### src/pio_regs_pkg.sv
// Constants for the parallel I/O output and glitch filter register slice.
// Assumes a 32-bit APB3 bus with byte addresses and one word per register.
//
// What this block does
// - Writing 1 to output_enable turns that line's driver on; 0 bits do nothing.
// - Writing 1 to output_disable turns that line's driver off; 0 bits do nothing.
// - output_enable_status reads 1 for driven lines, 0 for pure inputs.
// - Writing 1 to glitch_filter_enable turns that line's filter on; 0 bits ignored.
// - Writing 1 to glitch_filter_disable turns that line's filter off; 0 bits ignored.
// - glitch_filter_status reads 1 where the filter is on, else 0.
// - Writing 1 to output_value_set makes the stored drive value one.
// - Writing 1 to output_value_clear makes the stored drive value zero.
// - output_value_status reads the stored drive value per line.
// - output_value_status may be read-only or writable, writes update drive values directly.
// - pin_level_status reads the level actually present on each line.
// - All registers are 32 bits, bit n belongs to line n.
// - output_value_status writes only affect lines enabled in output_write_status.
// - Pin levels sample only while the clock runs, else hold last capture.

package pio_regs_pkg;

  localparam int LINE_COUNT = 32;
  localparam int APB_ADDR_W = 12;

  // Register byte offsets
  localparam logic [APB_ADDR_W-1:0] OFS_OUTPUT_ENABLE        = 12'h010;
  localparam logic [APB_ADDR_W-1:0] OFS_OUTPUT_DISABLE       = 12'h014;
  localparam logic [APB_ADDR_W-1:0] OFS_OUTPUT_ENABLE_STATUS = 12'h018;
  localparam logic [APB_ADDR_W-1:0] OFS_FILTER_ENABLE        = 12'h020;
  localparam logic [APB_ADDR_W-1:0] OFS_FILTER_DISABLE       = 12'h024;
  localparam logic [APB_ADDR_W-1:0] OFS_FILTER_STATUS        = 12'h028;
  localparam logic [APB_ADDR_W-1:0] OFS_VALUE_SET            = 12'h030;
  localparam logic [APB_ADDR_W-1:0] OFS_VALUE_CLEAR          = 12'h034;
  localparam logic [APB_ADDR_W-1:0] OFS_VALUE_STATUS         = 12'h038;
  localparam logic [APB_ADDR_W-1:0] OFS_PIN_LEVEL_STATUS     = 12'h03C;
  localparam logic [APB_ADDR_W-1:0] OFS_OUTPUT_WRITE_STATUS  = 12'h0A8;

  // Reset values
  localparam logic [LINE_COUNT-1:0] RST_OUTPUT_ENABLE = 32'h0000_0000;
  localparam logic [LINE_COUNT-1:0] RST_FILTER_ENABLE = 32'h0000_0000;
  localparam logic [LINE_COUNT-1:0] RST_OUTPUT_VALUE  = 32'h0000_0000;
  localparam logic [LINE_COUNT-1:0] RST_PIN_LEVEL     = 32'h0000_0000;
  localparam logic [31:0]           READ_ZERO         = 32'h0000_0000;

  // Pin path timing in clock cycles
  localparam int SYNC_STAGES   = 3;
  localparam int FILTER_EXTRA  = 1;
  localparam int PIN_LATENCY   = SYNC_STAGES + 1;

endpackage : pio_regs_pkg

### src/parallel_io_output_filter_regs.sv
// Output enable, glitch filter and output data registers of one 32-line port.
// Assumes an APB3 master on sys_clk and output_write_status from a sibling block.
//
// Chosen here: the address map and the APB register port.
`timescale 1ns/1ps
`default_nettype none

module parallel_io_output_filter_regs (
  input  wire logic        sys_clk,           // Peripheral clock, 125 MHz
  input  wire logic        resetn,            // Synchronous reset, low active
  input  wire logic        psel,              // APB select
  input  wire logic        penable,           // APB access phase
  input  wire logic        pwrite,            // APB direction, 1 = write
  input  wire logic [11:0] paddr,             // APB byte address
  input  wire logic [31:0] pwdata,            // APB write data
  output logic      [31:0] prdata,            // APB read data
  output logic             pready,            // APB ready
  output logic             pslverr,           // APB error on unmapped access
  input  wire logic [31:0] outputWriteStatus, // Lines open to direct writes
  input  wire logic [31:0] padIn,             // Pad input levels
  output logic      [31:0] padOut,            // Pad output levels
  output logic      [31:0] padOutEn           // Pad driver enables
);

  localparam int W = pio_regs_pkg::LINE_COUNT;

  logic [W-1:0]  outEnable_q;
  logic [W-1:0]  outEnable_d;
  logic [W-1:0]  filterEnable_q;
  logic [W-1:0]  filterEnable_d;
  logic [W-1:0]  outValue_q;
  logic [W-1:0]  outValue_d;
  logic [31:0]   prdata_q;
  logic [31:0]   readMux;
  logic [W-1:0]  pinLevel;

  // Bus phase decode
  wire setupPhase  = psel & ~penable;
  wire accessPhase = psel & penable;
  wire writeAccess = accessPhase & pwrite;

  // Address decode
  wire hitOutEn     = (paddr == pio_regs_pkg::OFS_OUTPUT_ENABLE);
  wire hitOutDis    = (paddr == pio_regs_pkg::OFS_OUTPUT_DISABLE);
  wire hitOutStat   = (paddr == pio_regs_pkg::OFS_OUTPUT_ENABLE_STATUS);
  wire hitFiltEn    = (paddr == pio_regs_pkg::OFS_FILTER_ENABLE);
  wire hitFiltDis   = (paddr == pio_regs_pkg::OFS_FILTER_DISABLE);
  wire hitFiltStat  = (paddr == pio_regs_pkg::OFS_FILTER_STATUS);
  wire hitValSet    = (paddr == pio_regs_pkg::OFS_VALUE_SET);
  wire hitValClr    = (paddr == pio_regs_pkg::OFS_VALUE_CLEAR);
  wire hitValStat   = (paddr == pio_regs_pkg::OFS_VALUE_STATUS);
  wire hitPinStat   = (paddr == pio_regs_pkg::OFS_PIN_LEVEL_STATUS);
  wire anyHit       = hitOutEn | hitOutDis | hitOutStat | hitFiltEn | hitFiltDis
                    | hitFiltStat | hitValSet | hitValClr | hitValStat | hitPinStat;

  // Write strobes, one per writable register
  wire wrOutEn   = writeAccess & hitOutEn;
  wire wrOutDis  = writeAccess & hitOutDis;
  wire wrFiltEn  = writeAccess & hitFiltEn;
  wire wrFiltDis = writeAccess & hitFiltDis;
  wire wrValSet  = writeAccess & hitValSet;
  wire wrValClr  = writeAccess & hitValClr;
  wire wrValStat = writeAccess & hitValStat;

  // Per-line masks; zero bits of a set or clear word leave state alone
  wire [W-1:0] outEnSet   = wrOutEn   ? pwdata : '0;
  wire [W-1:0] outEnClr   = wrOutDis  ? pwdata : '0;
  wire [W-1:0] filtSet    = wrFiltEn  ? pwdata : '0;
  wire [W-1:0] filtClr    = wrFiltDis ? pwdata : '0;
  wire [W-1:0] valSet     = wrValSet  ? pwdata : '0;
  wire [W-1:0] valClr     = wrValClr  ? pwdata : '0;
  wire [W-1:0] directMask = wrValStat ? outputWriteStatus : '0;

  // Next state; only one register is written per access, so no set/clear race
  assign outEnable_d    = (outEnable_q | outEnSet) & ~outEnClr;
  assign filterEnable_d = (filterEnable_q | filtSet) & ~filtClr;
  assign outValue_d     = ((((outValue_q & ~directMask) | (pwdata & directMask))
                          | valSet) & ~valClr);

  // Control state, updated at the access edge
  always_ff @(posedge sys_clk) begin
    if (!resetn) begin
      outEnable_q    <= pio_regs_pkg::RST_OUTPUT_ENABLE;
      filterEnable_q <= pio_regs_pkg::RST_FILTER_ENABLE;
      outValue_q     <= pio_regs_pkg::RST_OUTPUT_VALUE;
    end else begin
      outEnable_q    <= outEnable_d;
      filterEnable_q <= filterEnable_d;
      outValue_q     <= outValue_d;
    end
  end

  // Pin path; filter enables steer the capture per line
  pin_level_filter #(
    .WIDTH    (W)
  ) u_pin_level (
    .sys_clk  (sys_clk),
    .resetn   (resetn),
    .lineIn   (padIn),
    .filterEn (filterEnable_q),
    .levelOut (pinLevel)
  );

  // Read selection; write-only registers read as zero
  always_comb begin
    readMux = pio_regs_pkg::READ_ZERO;
    if (hitOutStat) begin
      readMux = outEnable_q;
    end else if (hitFiltStat) begin
      readMux = filterEnable_q;
    end else if (hitValStat) begin
      readMux = outValue_q;
    end else if (hitPinStat) begin
      readMux = pinLevel;
    end
  end

  // Read data is caught in setup so prdata comes from a flop with no wait state
  always_ff @(posedge sys_clk) begin
    if (!resetn) begin
      prdata_q <= pio_regs_pkg::READ_ZERO;
    end else if (setupPhase && !pwrite) begin
      prdata_q <= readMux;
    end
  end

  // Bus answers: always ready, error only for unmapped addresses
  assign prdata   = prdata_q;
  assign pready   = 1'b1;
  assign pslverr  = accessPhase & ~anyHit;

  // Pad drive straight from the control flops
  assign padOut   = outValue_q;
  assign padOutEn = outEnable_q;
endmodule : parallel_io_output_filter_regs

`default_nettype wire

### src/pin_level_filter.sv
// Pin synchroniser and per-line glitch filter feeding the pin level register.
// Assumes pad inputs are asynchronous to sys_clk; runs on sys_clk only.
`timescale 1ns/1ps
`default_nettype none

module pin_level_filter #(
  parameter int WIDTH = 32
) (
  input  wire logic             sys_clk,   // Peripheral clock
  input  wire logic             resetn,    // Synchronous reset, low active
  input  wire logic [WIDTH-1:0] lineIn,    // Raw pad levels
  input  wire logic [WIDTH-1:0] filterEn,  // Per-line filter on
  output logic      [WIDTH-1:0] levelOut   // Captured pin levels
);

  logic [WIDTH-1:0] syncA_q;
  logic [WIDTH-1:0] syncB_q;
  logic [WIDTH-1:0] syncC_q;
  logic [WIDTH-1:0] syncD_q;
  logic [WIDTH-1:0] level_q;
  logic [WIDTH-1:0] level_d;
  wire  [WIDTH-1:0] agreeTwo;
  wire  [WIDTH-1:0] agreeThree;
  wire  [WIDTH-1:0] takeNew;

  // Three-stage capture plus one filter stage; syncA feeds only syncB
  always_ff @(posedge sys_clk) begin
    if (!resetn) begin
      syncA_q <= '0;
      syncB_q <= '0;
      syncC_q <= '0;
      syncD_q <= '0;
    end else begin
      syncA_q <= lineIn;
      syncB_q <= syncA_q;
      syncC_q <= syncB_q;
      syncD_q <= syncC_q;
    end
  end

  // Unfiltered: second and third stage agree; filtered: one more sample must agree
  assign agreeTwo   = ~(syncB_q ^ syncC_q);
  assign agreeThree = agreeTwo & ~(syncC_q ^ syncD_q);
  assign takeNew    = (filterEn & agreeThree) | (~filterEn & agreeTwo);
  assign level_d    = (syncB_q & takeNew) | (level_q & ~takeNew);

  // Holds the last capture whenever the clock stops
  always_ff @(posedge sys_clk) begin
    if (!resetn) begin
      level_q <= WIDTH'(pio_regs_pkg::RST_PIN_LEVEL);
    end else begin
      level_q <= level_d;
    end
  end

  assign levelOut = level_q;

endmodule : pin_level_filter

`default_nettype wire

### config.mk
export PLATFORM = sky130hd
export DESIGN_NAME = parallel_io_output_filter_regs
export DESIGN_NICKNAME = d
export VERILOG_FILES = /design/src/pio_regs_pkg.sv /design/src/parallel_io_output_filter_regs.sv /design/src/pin_level_filter.sv
export SDC_FILE = /design/constraint.sdc
export NUM_CORES = 1
export LEC_CHECK = 0
export ABC_AREA = 1
export BUFFER_PORTS_ARGS = -buffer_cell sky130_fd_sc_hd__clkbuf_2
export CAP_MARGIN = 20
export CORE_UTILIZATION = 51
export CTS_CLUSTER_SIZE = 25
export DETAILED_ROUTE_END_ITERATION = 16
export PLACE_DENSITY = 0.7
export SYNTH_ARGS = -nofsm -noshare
export SYNTH_HDL_FRONTEND = slang
export SYNTH_SLANG_ARGS = --single-unit
### constraint.sdc
create_clock -name sys_clk -period 1.6 [get_ports sys_clk]
set_input_delay 0.32 -clock sys_clk [delete_from_list [all_inputs] [get_ports sys_clk]]
set_output_delay 0.32 -clock sys_clk [all_outputs]
set_load 0.1 [all_outputs]
**Word-level counts from Yosys, hierarchy flattened**

Cells that the tools add are included.

- Output and inout port bits: 98
- Register bits: 288

- Bitwise gates (word level): 48
- Eq/ne operators: 10
- Multiplexer cells: 11
- Reductions and logical operators: 2

Operators by type and width:

| operator | count |
|---|---|
| $mux 32 | 11 |
| $and 32x32->32 | 10 |
| $not 32->32 | 8 |
| $or 32x32->32 | 6 |
| $eq 12x6->1 const B | 7 |
| $xor 32x32->32 | 2 |
| $eq 12x5->1 const B | 3 |
| $and 1x1->1 | 11 |
| $or 1x1->1 | 9 |
| $not 1->1 | 2 |
| $logic_and 1x1->1 | 1 |
| $logic_not 1->1 | 1 |

**Longest topological paths before layout**

Gate-level depths: netlist of the first run.

- Word-level depth: 12
- Gate-level depth with buffers: 10

**By module**

Synthesis of the first run repeated with hierarchy kept, for this count alone.

- Cells, all modules: 2041
- Area, all modules: 13077.5 um2

Modules (own cells, without submodules):

| module | cells each | sequential area each (um2) | instances | area an instance (um2) |
|---|---|---|---|---|
| parallel_io_output_filter_regs | 1223 | 2562.5 | 1 | 7330.8 |
| pin_level_filter | 818 | 3203.1 | 1 | 5746.8 |

**Worst setup path after synthesis of the first run**

OpenSTA, ideal clock, no wires.

- Path type: input to output
- From: input port paddr[10]
- To: output port pslverr
- Required time: 1.280 ns
- Buffers on the path: 1
- Setup slack: -1.000 ns
- Data arrival time: 2.280 ns
- Stages on the path: 9
- Cell sequence: inv_1 nand2_1 nor2_4 inv_4 nor2_8 buf_4 o21ai_0 nand3_1 nor2_1

- Word-level cells in the longest chain between the ends: 12

RTL lines:

| item | line | text |
|---|---|---|
| start, declared | parallel_io_output_filter_regs.sv:14 | `input wire logic [11:0] paddr,` |
| $eq 12x5->1, on equally long branches | parallel_io_output_filter_regs.sv:43, parallel_io_output_filter_regs.sv:44 |  |
| $or 1x1->1 (4 in series) | parallel_io_output_filter_regs.sv:53 | `wire anyHit = hitOutEn \| hitOutDis \| hitOutStat \| hitFiltEn \| hitFiltDis` |
| $or 1x1->1 (4 in series) | parallel_io_output_filter_regs.sv:54 | `\| hitFiltStat \| hitValSet \| hitValClr \| hitValStat \| hitPinStat;` |
| $or 1x1->1 * | parallel_io_output_filter_regs.sv:54 |  |
| $not 1->1 * | parallel_io_output_filter_regs.sv:130 | `assign pslverr = accessPhase & ~anyHit;` |
| $and 1x1->1 * | parallel_io_output_filter_regs.sv:130 |  |
| end, declared | parallel_io_output_filter_regs.sv:18 | `output logic pslverr,` |

Mark *: on every way between the ends. The rest lies on a longest branch, timed or not.

**Worst setup path in the final report of the first run**

- From: input port paddr[0]
- To: output port pslverr

The elaborated chain is that of the path after synthesis.

==> tab_implementation.tex, run 1 <==
\begin{tabular}{lr}
\hline
Metric & Value \\
\hline
\multicolumn{2}{l}{\textbf{Outcome}} \\
\quad Status & finished, violations left \\
\quad Violated checks & negative setup slack \\
\multicolumn{2}{l}{\textbf{Place}} \\
\quad Count of buffers inserted at the top-level ports & 209 \\
\quad Weighted congestion at the end of routability-driven global placement & 0.8179 \\
\quad Detailed Place HPWL & 22650 µm \\
\quad Pre-CTS setup slack & -0.1920 ns \\
\quad Standard cell area after detailed placement & 13950 µm² \\
\quad DP Cell Count & 2059 \\
\multicolumn{2}{l}{\textbf{Worst setup path}} \\
\quad Worst path top cell family by delay & simple AND/OR/NAND/NOR gates \\
\quad WP buf/inv & 2 \\
\quad Critical path data arrival time & 1.41 ns \\
\quad Maximum fanout encountered on the critical timing path & 5 \\
\quad Path type of the worst setup path & primary input to output port \\
\quad Worst setup SP type & primary input \\
\quad Slowest cell on the critical path & sky130\_fd\_sc\_hd\_\_nor2\_4 \\
\quad Most frequent CP cell & sky130\_fd\_sc\_hd\_\_nor2\_4 \\
\quad CP cell instances & clkbuf\_2, nor2\_4, nand3\_1, nor2\_4, nand2\_1, nand4\_1, nor2\_4, buf\_12 \\
\quad CP Data Required Time & 1.28 ns \\
\quad Largest incremental delay on the critical path & 0.22 ns \\
\quad Type of element capturing the critical path & output port \\
\multicolumn{2}{l}{\textbf{Layout}} \\
\quad Count of nets after finishing & 1925 \\
\quad Filler cell count in the final layout & 1857 \\
\quad Non-filler cells in the finished layout & 2147 \\
\quad Share of final-layout standard cells stronger than drive strength 1 & 0.2178 \\
\quad Final instance area & 15750 µm² \\
\quad Layout Area Growth over Synthesis & 30.17\% \\
\quad Area used by multi-input combinational logic & 5112 µm² \\
\quad Register Area & 5766 µm² \\
\multicolumn{2}{l}{\textbf{Yosys}} \\
\quad Dominant combinational cell family by area after synthesis & simple AND/OR/NAND/NOR gates \\
\quad Proportion of synthesized chip area in sequential cells & 0.4767 \\
\quad Number of synthesis warnings & 0 \\
\quad Share of flip-flops with an asynchronous set or reset & 0 \\
\quad Xor and xnor area share after synthesis & 0 \\
\quad Area of the mapped netlist & 12100 µm² \\
\quad Post-synthesis average cell area & 7.748 µm² \\
\quad Register bit total from synthesis & 288 \\
\quad Synthesized-area fraction occupied by adder cells & 0 \\
\quad Proportion of synthesized area in mux cells & 0 \\
\quad Number of distinct library cells after synthesis & 33 \\
\quad Syn Nets & 1674 \\
\quad Share of the synthesized area in compound gates (AO/OA/AOI/OAI) & 0.1167 \\
\quad EDFF count, synth & 0 \\
\quad Post-Synthesis Cells & 1561 \\
\quad Top FF cell, synth & sky130\_fd\_sc\_hd\_\_dfxtp\_1 \\
\quad Fraction of the mapped netlist area in simple logic gates & 0.3006 \\
\multicolumn{2}{l}{\textbf{Pwr}} \\
\quad P\_leak & 7.900 nW \\
\quad Net Switching & 3.336 mW \\
\quad Pint & 12.04 mW \\
\quad Total power of the final layout & 15.37 mW \\
\quad Largest vdd supply drop & 0.0007555 V \\
\quad Switching Share & 0.2170 \\
\quad Power Density & 976.3 nW/µm² \\
\quad Clk pwr share & 0.467 \\
\quad Gate power share & 0.055 \\
\quad Relative contribution of sequential cells to total power & 0.478 \\
\multicolumn{2}{l}{\textbf{Clock tree}} \\
\quad \# H-tree levels & 1 \\
\quad Setup bufs post-CTS & 0 \\
\quad Worst-case clock buffer depth & 3 \\
\quad Root buffer cell & sky130\_fd\_sc\_hd\_\_clkbuf\_16 \\
\quad Reg clk slew, reported paths & 0.06 ns \\
\quad CTS tree & yes \\
\quad Latest clock arrival within the worst-skew pair & 0.55 ns \\
\quad Number of clock buffers inserted by TritonCTS & 30 \\
\quad Clock tree sinks & 288 \\
\multicolumn{2}{l}{\textbf{Job}} \\
\quad Number of violations of the max-capacitance limit & 0 \\
\multicolumn{2}{l}{\textbf{Detailed routing}} \\
\quad Remaining DRCs & 0 \\
\quad Final routed wirelength across all metal layers & 33690 µm \\
\quad Wire length per cell after detailed routing & 15.69 µm \\
\quad Number of nets with antenna violations after routing & 0 \\
\quad Initial DRC Count & 749 \\
\quad Via/cell ratio & 5.295 \\
\quad Routed vias & 11368 \\
\quad First drt pass iteration count & 5 \\
\multicolumn{2}{l}{\textbf{Floorplanning}} \\
\quad Die extent in y & 156 µm \\
\quad Initial core utilization & 0.5278 \\
\quad Horizontal die dimension & 156 µm \\
\quad Core Area & 22920 µm² \\
\quad Number of top-level design ports & 211 \\
\quad Floorplan die area & 24340 µm² \\
\quad Site Rows & 55 \\
\multicolumn{2}{l}{\textbf{Hold path}} \\
\quad Worst hold path class & primary input to flip-flop \\
\multicolumn{2}{l}{\textbf{Global routing}} \\
\quad Global-route wire length before repair & 53480 µm \\
\quad Total overflow reported by the global router & 0 \\
\quad Vias in the first global route & 10659 \\
\quad Maximum number of pins on one net before global-route repair & 54 \\
\quad Antenna violations before repair & 3 \\
\quad Total routing usage reported by global routing & 0.2751 \\
\multicolumn{2}{l}{\textbf{Timing}} \\
\quad Unrepaired setup endpoints after global routing & true \\
\quad Upper clock frequency limit & 0.5773 GHz \\
\quad Final critical-path share of the clock period & 1.083 \\
\quad Final clock skew & 0.006415 ns \\
\quad Final-report setup violation count & 1 \\
\quad Post-route minimum period & 1.732 ns \\
\quad Setup slack of the critical path after layout & -0.1323 ns \\
\quad Number of slew-limit violations in the final report & 0 \\
\quad Number of failing hold endpoints at the final stage & 0 \\
\hline
\end{tabular}
==> tightest hold or removal path, cell delays in order <==
cell and delay [ns]:
sky130_fd_sc_hd__clkbuf_2 0.09, sky130_fd_sc_hd__nand2_1 0.05, sky130_fd_sc_hd__a21oi_1 0.05
==> what timing repair did <==
| action | CTS | global route |
|---|---|---|
| pin swaps | 4 | 4 |
| resized for setup | 121 | 28 |
| endpoints found under the hold margin | 34 | 0 |
| hold buffers | 34 | 0 |
| setup endpoints to repair | 96 | 25 |
==> path summary, 6_finish.rpt <==
kind                     startpoint                      to  slack [ns]  cells after the start
max                        paddr[0]                 pslverr       -0.13                      8
min                       pwdata[3]               padOut[3]        0.01                      3
max reg2reg       filterEnable_q[3]               flip-flop        0.72                      3
min reg2reg  u_pin_level.syncA_q[1]  u_pin_level.syncB_q[1]        0.41                      2
==> power by group through the flow <==
| stage | Combinational, mW | Sequential, mW | Clock (mW) |
|---|---|---|---|
| after floorplan | 0.407 | 7.48 | 0 |
| after global placement | 0.765 | 7.49 | 0 |
| after detailed placement | 0.773 | 7.50 | 0 |
| after CTS | 0.845 | 7.34 | 7.28 |
| after global routing | 0.925 | 7.35 | 7.56 |
| final | 0.852 | 7.34 | 7.18 |
==> kinds of logic after synthesis <==
family	after synthesis
buffers and inverters	300
other	1
AND/OR/NAND/NOR	746
flip-flops	288
AO/OA/AOI/OAI	226
==> layout by cell type, fill, tap and decap left out, types with 4 or more instances in the layout <==
| cell type | instances |
|---|---|
| sky130_fd_sc_hd__nor2_4 | 10 |
| sky130_fd_sc_hd__o211ai_1 | 32 |
| sky130_fd_sc_hd__buf_12 | 26 |
| sky130_fd_sc_hd__a21oi_1 | 65 |
| sky130_fd_sc_hd__a211o_1 | 32 |
| sky130_fd_sc_hd__o21ai_0 | 32 |
| sky130_fd_sc_hd__clkbuf_8 | 34 |
| sky130_fd_sc_hd__nand3_1 | 154 |
| sky130_fd_sc_hd__inv_2 | 4 |
| sky130_fd_sc_hd__o21bai_1 | 32 |
| sky130_fd_sc_hd__nor2_1 | 98 |
| sky130_fd_sc_hd__inv_1 | 199 |
| sky130_fd_sc_hd__dlygate4sd3_1 | 34 |
| sky130_fd_sc_hd__clkbuf_1 | 5 |
| sky130_fd_sc_hd__o21ai_1 | 33 |
| sky130_fd_sc_hd__nand2_1 | 360 |
| sky130_fd_sc_hd__dfxtp_1 | 288 |
| sky130_fd_sc_hd__buf_4 | 68 |
| sky130_fd_sc_hd__nor3b_2 | 30 |
| sky130_fd_sc_hd__clkbuf_16 | 31 |
| sky130_fd_sc_hd__nand4_1 | 65 |
| sky130_fd_sc_hd__nand3_2 | 14 |
| sky130_fd_sc_hd__clkinv_2 | 4 |
| sky130_fd_sc_hd__clkbuf_2 | 109 |
| sky130_fd_sc_hd__clkbuf_4 | 48 |
==> area by class of cell <==
type                    instances  area share
flip-flops and latches        288      0.3662
multi-input cells             973      0.3247
repair buffers                311      0.1672
clock buffers                  45     0.05833
inverters                     208     0.05126
well taps                     313     0.02487
clock inverters                 7    0.007152
diodes                          2   0.0003179
==> Yosys cell counts, types with 4 or more instances <==
master                     number  area share
sky130_fd_sc_hd__nand2_1      362        0.11
sky130_fd_sc_hd__dfxtp_1      288        0.48
sky130_fd_sc_hd__inv_1        201       0.062
sky130_fd_sc_hd__nand3_1      157       0.065
sky130_fd_sc_hd__nor2_1       100       0.031
sky130_fd_sc_hd__a21oi_1       65       0.027
sky130_fd_sc_hd__nand4_1       65       0.034
sky130_fd_sc_hd__clkbuf_1      36       0.011
sky130_fd_sc_hd__buf_2         33       0.014
sky130_fd_sc_hd__o21ai_0       33       0.014
sky130_fd_sc_hd__a211o_1       32       0.023
sky130_fd_sc_hd__o211ai_1      32       0.020
sky130_fd_sc_hd__o21ai_1       32       0.013
sky130_fd_sc_hd__o21bai_1      32       0.020
sky130_fd_sc_hd__nor3b_2       30       0.031
sky130_fd_sc_hd__buf_4         12      0.0074
sky130_fd_sc_hd__nand3_2       11      0.0091
sky130_fd_sc_hd__buf_6          8      0.0074
sky130_fd_sc_hd__nor2_4         6      0.0056
sky130_fd_sc_hd__inv_2          5      0.0016
sky130_fd_sc_hd__nor2_2         4      0.0021
==> metal layers <==
metal,global-route usage,share of wire,up-vias
met4,0.08030,0.019,0
met3,0.03833,0.062,47
met5,0,0,-
met2,0.4855,0.49,382
met1,0.3473,0.43,5362
li1,-,-,5577
==> metrics by stage <==
| stage | setup TNS [ns] | hold slack, ns | utilization |
|---|---|---|---|
| global route | -0.1664 | 0.01225 | 0.6871 |
| finish | -0.1323 | 0.01271 | 0.6871 |
| CTS | -0.1226 | 0.00009764 | 0.6862 |
| detailed placement | -13.70 | 0.3960 | 0.6090 |
| global placement | -11.47 | 0.3927 | 0.6090 |
| floorplan | -0.1746 | 0.3905 | - |
(Power assumes the default switching activity.)
==> run 2, diff against run 1 <==
--- a/config.mk
+++ b/config.mk
@@ -8,10 +8,12 @@
 export ABC_AREA = 1
 export BUFFER_PORTS_ARGS = -buffer_cell sky130_fd_sc_hd__clkbuf_2
 export CAP_MARGIN = 20
-export CORE_UTILIZATION = 51
+export CELL_PAD_IN_SITES_DETAIL_PLACEMENT = 0
+export CELL_PAD_IN_SITES_GLOBAL_PLACEMENT = 2
+export CORE_UTILIZATION = 32
 export CTS_CLUSTER_SIZE = 25
 export DETAILED_ROUTE_END_ITERATION = 16
-export PLACE_DENSITY = 0.7
+export PLACE_DENSITY = 0.75
 export SYNTH_ARGS = -nofsm -noshare
 export SYNTH_HDL_FRONTEND = slang
 export SYNTH_SLANG_ARGS = --single-unit
==> run 2 against run 1 <==
- the run still ends with negative setup slack left
- first-iteration DRC count fell by 19%
- maximum frequency rose by 0.39%
- non-clock buffer count fell by 12
- clock skew rose by 0.0035 ns
- critical path type unchanged
- highest routed layer unchanged
==> tab_implementation.tex, run 2 (synthesis results as in run 1) <==
\begin{tabular}{lr}
\hline
Metric & Value \\
\hline
\multicolumn{2}{l}{\textbf{Timing}} \\
\quad Setup slack of the critical path after layout & -0.1255 ns \\
\quad Number of slew-limit violations in the final report & 0 \\
\quad Post-route minimum period & 1.726 ns \\
\quad Final clock skew & 0.009906 ns \\
\quad Number of failing hold endpoints at the final stage & 0 \\
\quad Final critical-path share of the clock period & 1.078 \\
\quad Final-report setup violation count & 1 \\
\quad Total Negative Setup Slacks & -0.1255 ns \\
\quad Unrepaired setup endpoints after global routing & true \\
\quad Upper clock frequency limit & 0.5795 GHz \\
\multicolumn{2}{l}{\textbf{Place}} \\
\quad Count of buffers inserted at the top-level ports & 209 \\
\quad DP Cell Count & 2247 \\
\quad Pre-CTS setup slack & -0.1977 ns \\
\quad Weighted congestion at the end of routability-driven global placement & 0.7616 \\
\quad Detailed Place HPWL & 25670 µm \\
\multicolumn{2}{l}{\textbf{Job}} \\
\quad Number of violations of the max-capacitance limit & 0 \\
\multicolumn{2}{l}{\textbf{Detailed routing}} \\
\quad Initial DRC Count & 609 \\
\quad First drt pass iteration count & 5 \\
\quad Via/cell ratio & 4.680 \\
\quad Number of nets with antenna violations after routing & 0 \\
\quad Remaining DRCs & 0 \\
\quad Final routed wirelength across all metal layers & 37750 µm \\
\quad Routed vias & 10922 \\
\quad Wire length per cell after detailed routing & 16.17 µm \\
\multicolumn{2}{l}{\textbf{Global routing}} \\
\quad Vias in the first global route & 10373 \\
\quad Met1 Resource Use GR & 0.2621 \\
\quad Total routing usage reported by global routing & 0.1963 \\
\quad GRT busiest layer & met2 \\
\quad Maximum number of pins on one net before global-route repair & 54 \\
\quad Total overflow reported by the global router & 0 \\
\quad Met3 demand-to-capacity share in global routing & 0.03474 \\
\quad Global-route wire length before repair & 58930 µm \\
\quad Antenna violations before repair & 2 \\
\quad Met2 Use GR & 0.3252 \\
\multicolumn{2}{l}{\textbf{Clock tree}} \\
\quad Reg clk slew, reported paths & 0.06 ns \\
\quad Number of clock buffers inserted by TritonCTS & 35 \\
\quad Worst-case clock buffer depth & 3 \\
\quad \# H-tree levels & 2 \\
\quad Root buffer cell & sky130\_fd\_sc\_hd\_\_clkbuf\_16 \\
\quad CTS tree & yes \\
\quad Latest clock arrival within the worst-skew pair & 0.50 ns \\
\quad Clock tree sinks & 288 \\
\multicolumn{2}{l}{\textbf{Pwr}} \\
\quad Pint & 12.24 mW \\
\quad Net Switching & 3.536 mW \\
\quad Largest vdd supply drop & 0.0007482 V \\
\quad Relative contribution of sequential cells to total power & 0.465 \\
\quad Switching Share & 0.2241 \\
\quad Clk pwr share & 0.481 \\
\quad Gate power share & 0.053 \\
\quad P\_leak & 7.853 nW \\
\quad Total power of the final layout & 15.78 mW \\
\quad Power Density & 994.4 nW/µm² \\
\multicolumn{2}{l}{\textbf{Worst setup path}} \\
\quad Path type of the worst setup path & primary input to output port \\
\quad Type of element capturing the critical path & output port \\
\quad Worst setup SP type & primary input \\
\quad Critical path data arrival time & 1.41 ns \\
\quad Maximum fanout encountered on the critical timing path & 5 \\
\quad Reg-to-reg slack, setup & 0.70 ns \\
\quad CP Data Required Time & 1.28 ns \\
\quad Depth of the most critical reg-to-reg path & 4 \\
\multicolumn{2}{l}{\textbf{Outcome}} \\
\quad Status & finished, violations left \\
\quad Violated checks & negative setup slack \\
\multicolumn{2}{l}{\textbf{Layout}} \\
\quad Most frequent cells in the layout & sky130\_fd\_sc\_hd\_\_nand2\_1, sky130\_fd\_sc\_hd\_\_dfxtp\_1, sky130\_fd\_sc\_hd\_\_inv\_1 \\
\quad Share of final-layout standard cells stronger than drive strength 1 & 0.2243 \\
\quad Non-filler cells in the finished layout & 2334 \\
\quad Layout Area Growth over Synthesis & 31.19\% \\
\quad Count of nets after finishing & 1918 \\
\quad Leading cell type in the layout, fill and taps excluded & sky130\_fd\_sc\_hd\_\_nand2\_1 \\
\multicolumn{2}{l}{\textbf{Hold path}} \\
\quad Worst hold path class & primary input to flip-flop \\
\quad Cells on Worst Hold Path & 3 \\
\multicolumn{2}{l}{\textbf{Floorplanning}} \\
\quad Initial core utilization & 0.3280 \\
\quad Number of top-level design ports & 211 \\
\quad Horizontal die dimension & 196.4 µm \\
\quad Core Area & 36870 µm² \\
\quad Die extent in y & 196.4 µm \\
\quad Site Rows & 70 \\
\quad Floorplan die area & 38580 µm² \\
\hline
\end{tabular}
## run 2: cell count changes in the layout (fill, tap and decap cells not counted), moves of 3 or more
| cell | before | now |
|---|---|---|
| sky130_fd_sc_hd__buf_12 | 26 | 30 |
| sky130_fd_sc_hd__buf_4 | 68 | 57 |
| sky130_fd_sc_hd__bufinv_16 | 3 | 0 |
| sky130_fd_sc_hd__clkbuf_1 | 5 | 9 |
| sky130_fd_sc_hd__clkbuf_16 | 31 | 37 |
| sky130_fd_sc_hd__clkbuf_4 | 48 | 78 |
| sky130_fd_sc_hd__clkbuf_8 | 34 | 11 |
| sky130_fd_sc_hd__dlygate4sd3_1 | 34 | 20 |
## run 2: power groups by stage
stage | combinational [mW] | clock (mW) | sequential (mW)
final | 0.842 | 7.60 | 7.34
after global routing | 0.931 | 8.17 | 7.35
after CTS | 0.854 | 7.86 | 7.34
after detailed placement | 0.809 | 0 | 7.50
after global placement | 0.808 | 0 | 7.50
after floorplan | 0.407 | 0 | 7.48
## run 2: through the flow
step                      area, µm²  hold WS (ns)    util
after floorplan               12140        0.3905       -
after global routing          15870       0.01929  0.4303
after global placement        14250        0.3945  0.3865
after CTS                     15840     0.0001208  0.4296
after detailed placement      14250        0.3961  0.3865
final                         15870       0.01479  0.4303
## run 2: path summary, 6_finish.rpt
check                         start                      to
max                        paddr[1]                 pslverr
min reg2reg  u_pin_level.syncA_q[5]  u_pin_level.syncB_q[5]
min                        padIn[2]  u_pin_level.syncA_q[2]
max reg2reg              padOut[22]              prdata[22]
## run 2: layer usage
metal | vias up | part of all wire
met1 | 5067 | 0.47
li1 | 5572 | -
met4 | 0 | 0.021
met2 | 232 | 0.46
met5 | - | 0
met3 | 51 | 0.048
## run 2: worst max-delay path, stage by stage
cell	delay [ns]
sky130_fd_sc_hd__clkbuf_2	0.10
sky130_fd_sc_hd__nor2_4	0.05
sky130_fd_sc_hd__buf_4	0.15
sky130_fd_sc_hd__nand2_8	0.11
sky130_fd_sc_hd__nor2_8	0.06
sky130_fd_sc_hd__o21ai_2	0.16
sky130_fd_sc_hd__nand3_2	0.12
sky130_fd_sc_hd__nor2_4	0.14
sky130_fd_sc_hd__buf_12	0.18
## run 2: area by class of cell
class / count / area [µm²]
Antenna cell: 2 / 5.005
Clock buffer: 55 / 1084
Clock inverter: 5 / 25.02
Fill cell: 3775 / 21010
Inverter: 208 / 809.5
Multi-Input combinational cell: 973 / 5134
Sequential cell: 288 / 5766
Tap cell: 504 / 630.6
Timing Repair Buffer: 299 / 2415
## run 2: what timing repair did
item                                   in CTS  in global routing
hold buffers                               20                  0
endpoints found under the hold margin      20                  0
buffers inserted                            5                  0
gates resized for setup                    92                 11
setup endpoints to repair                  86                  6
pin swaps                                   3                  5
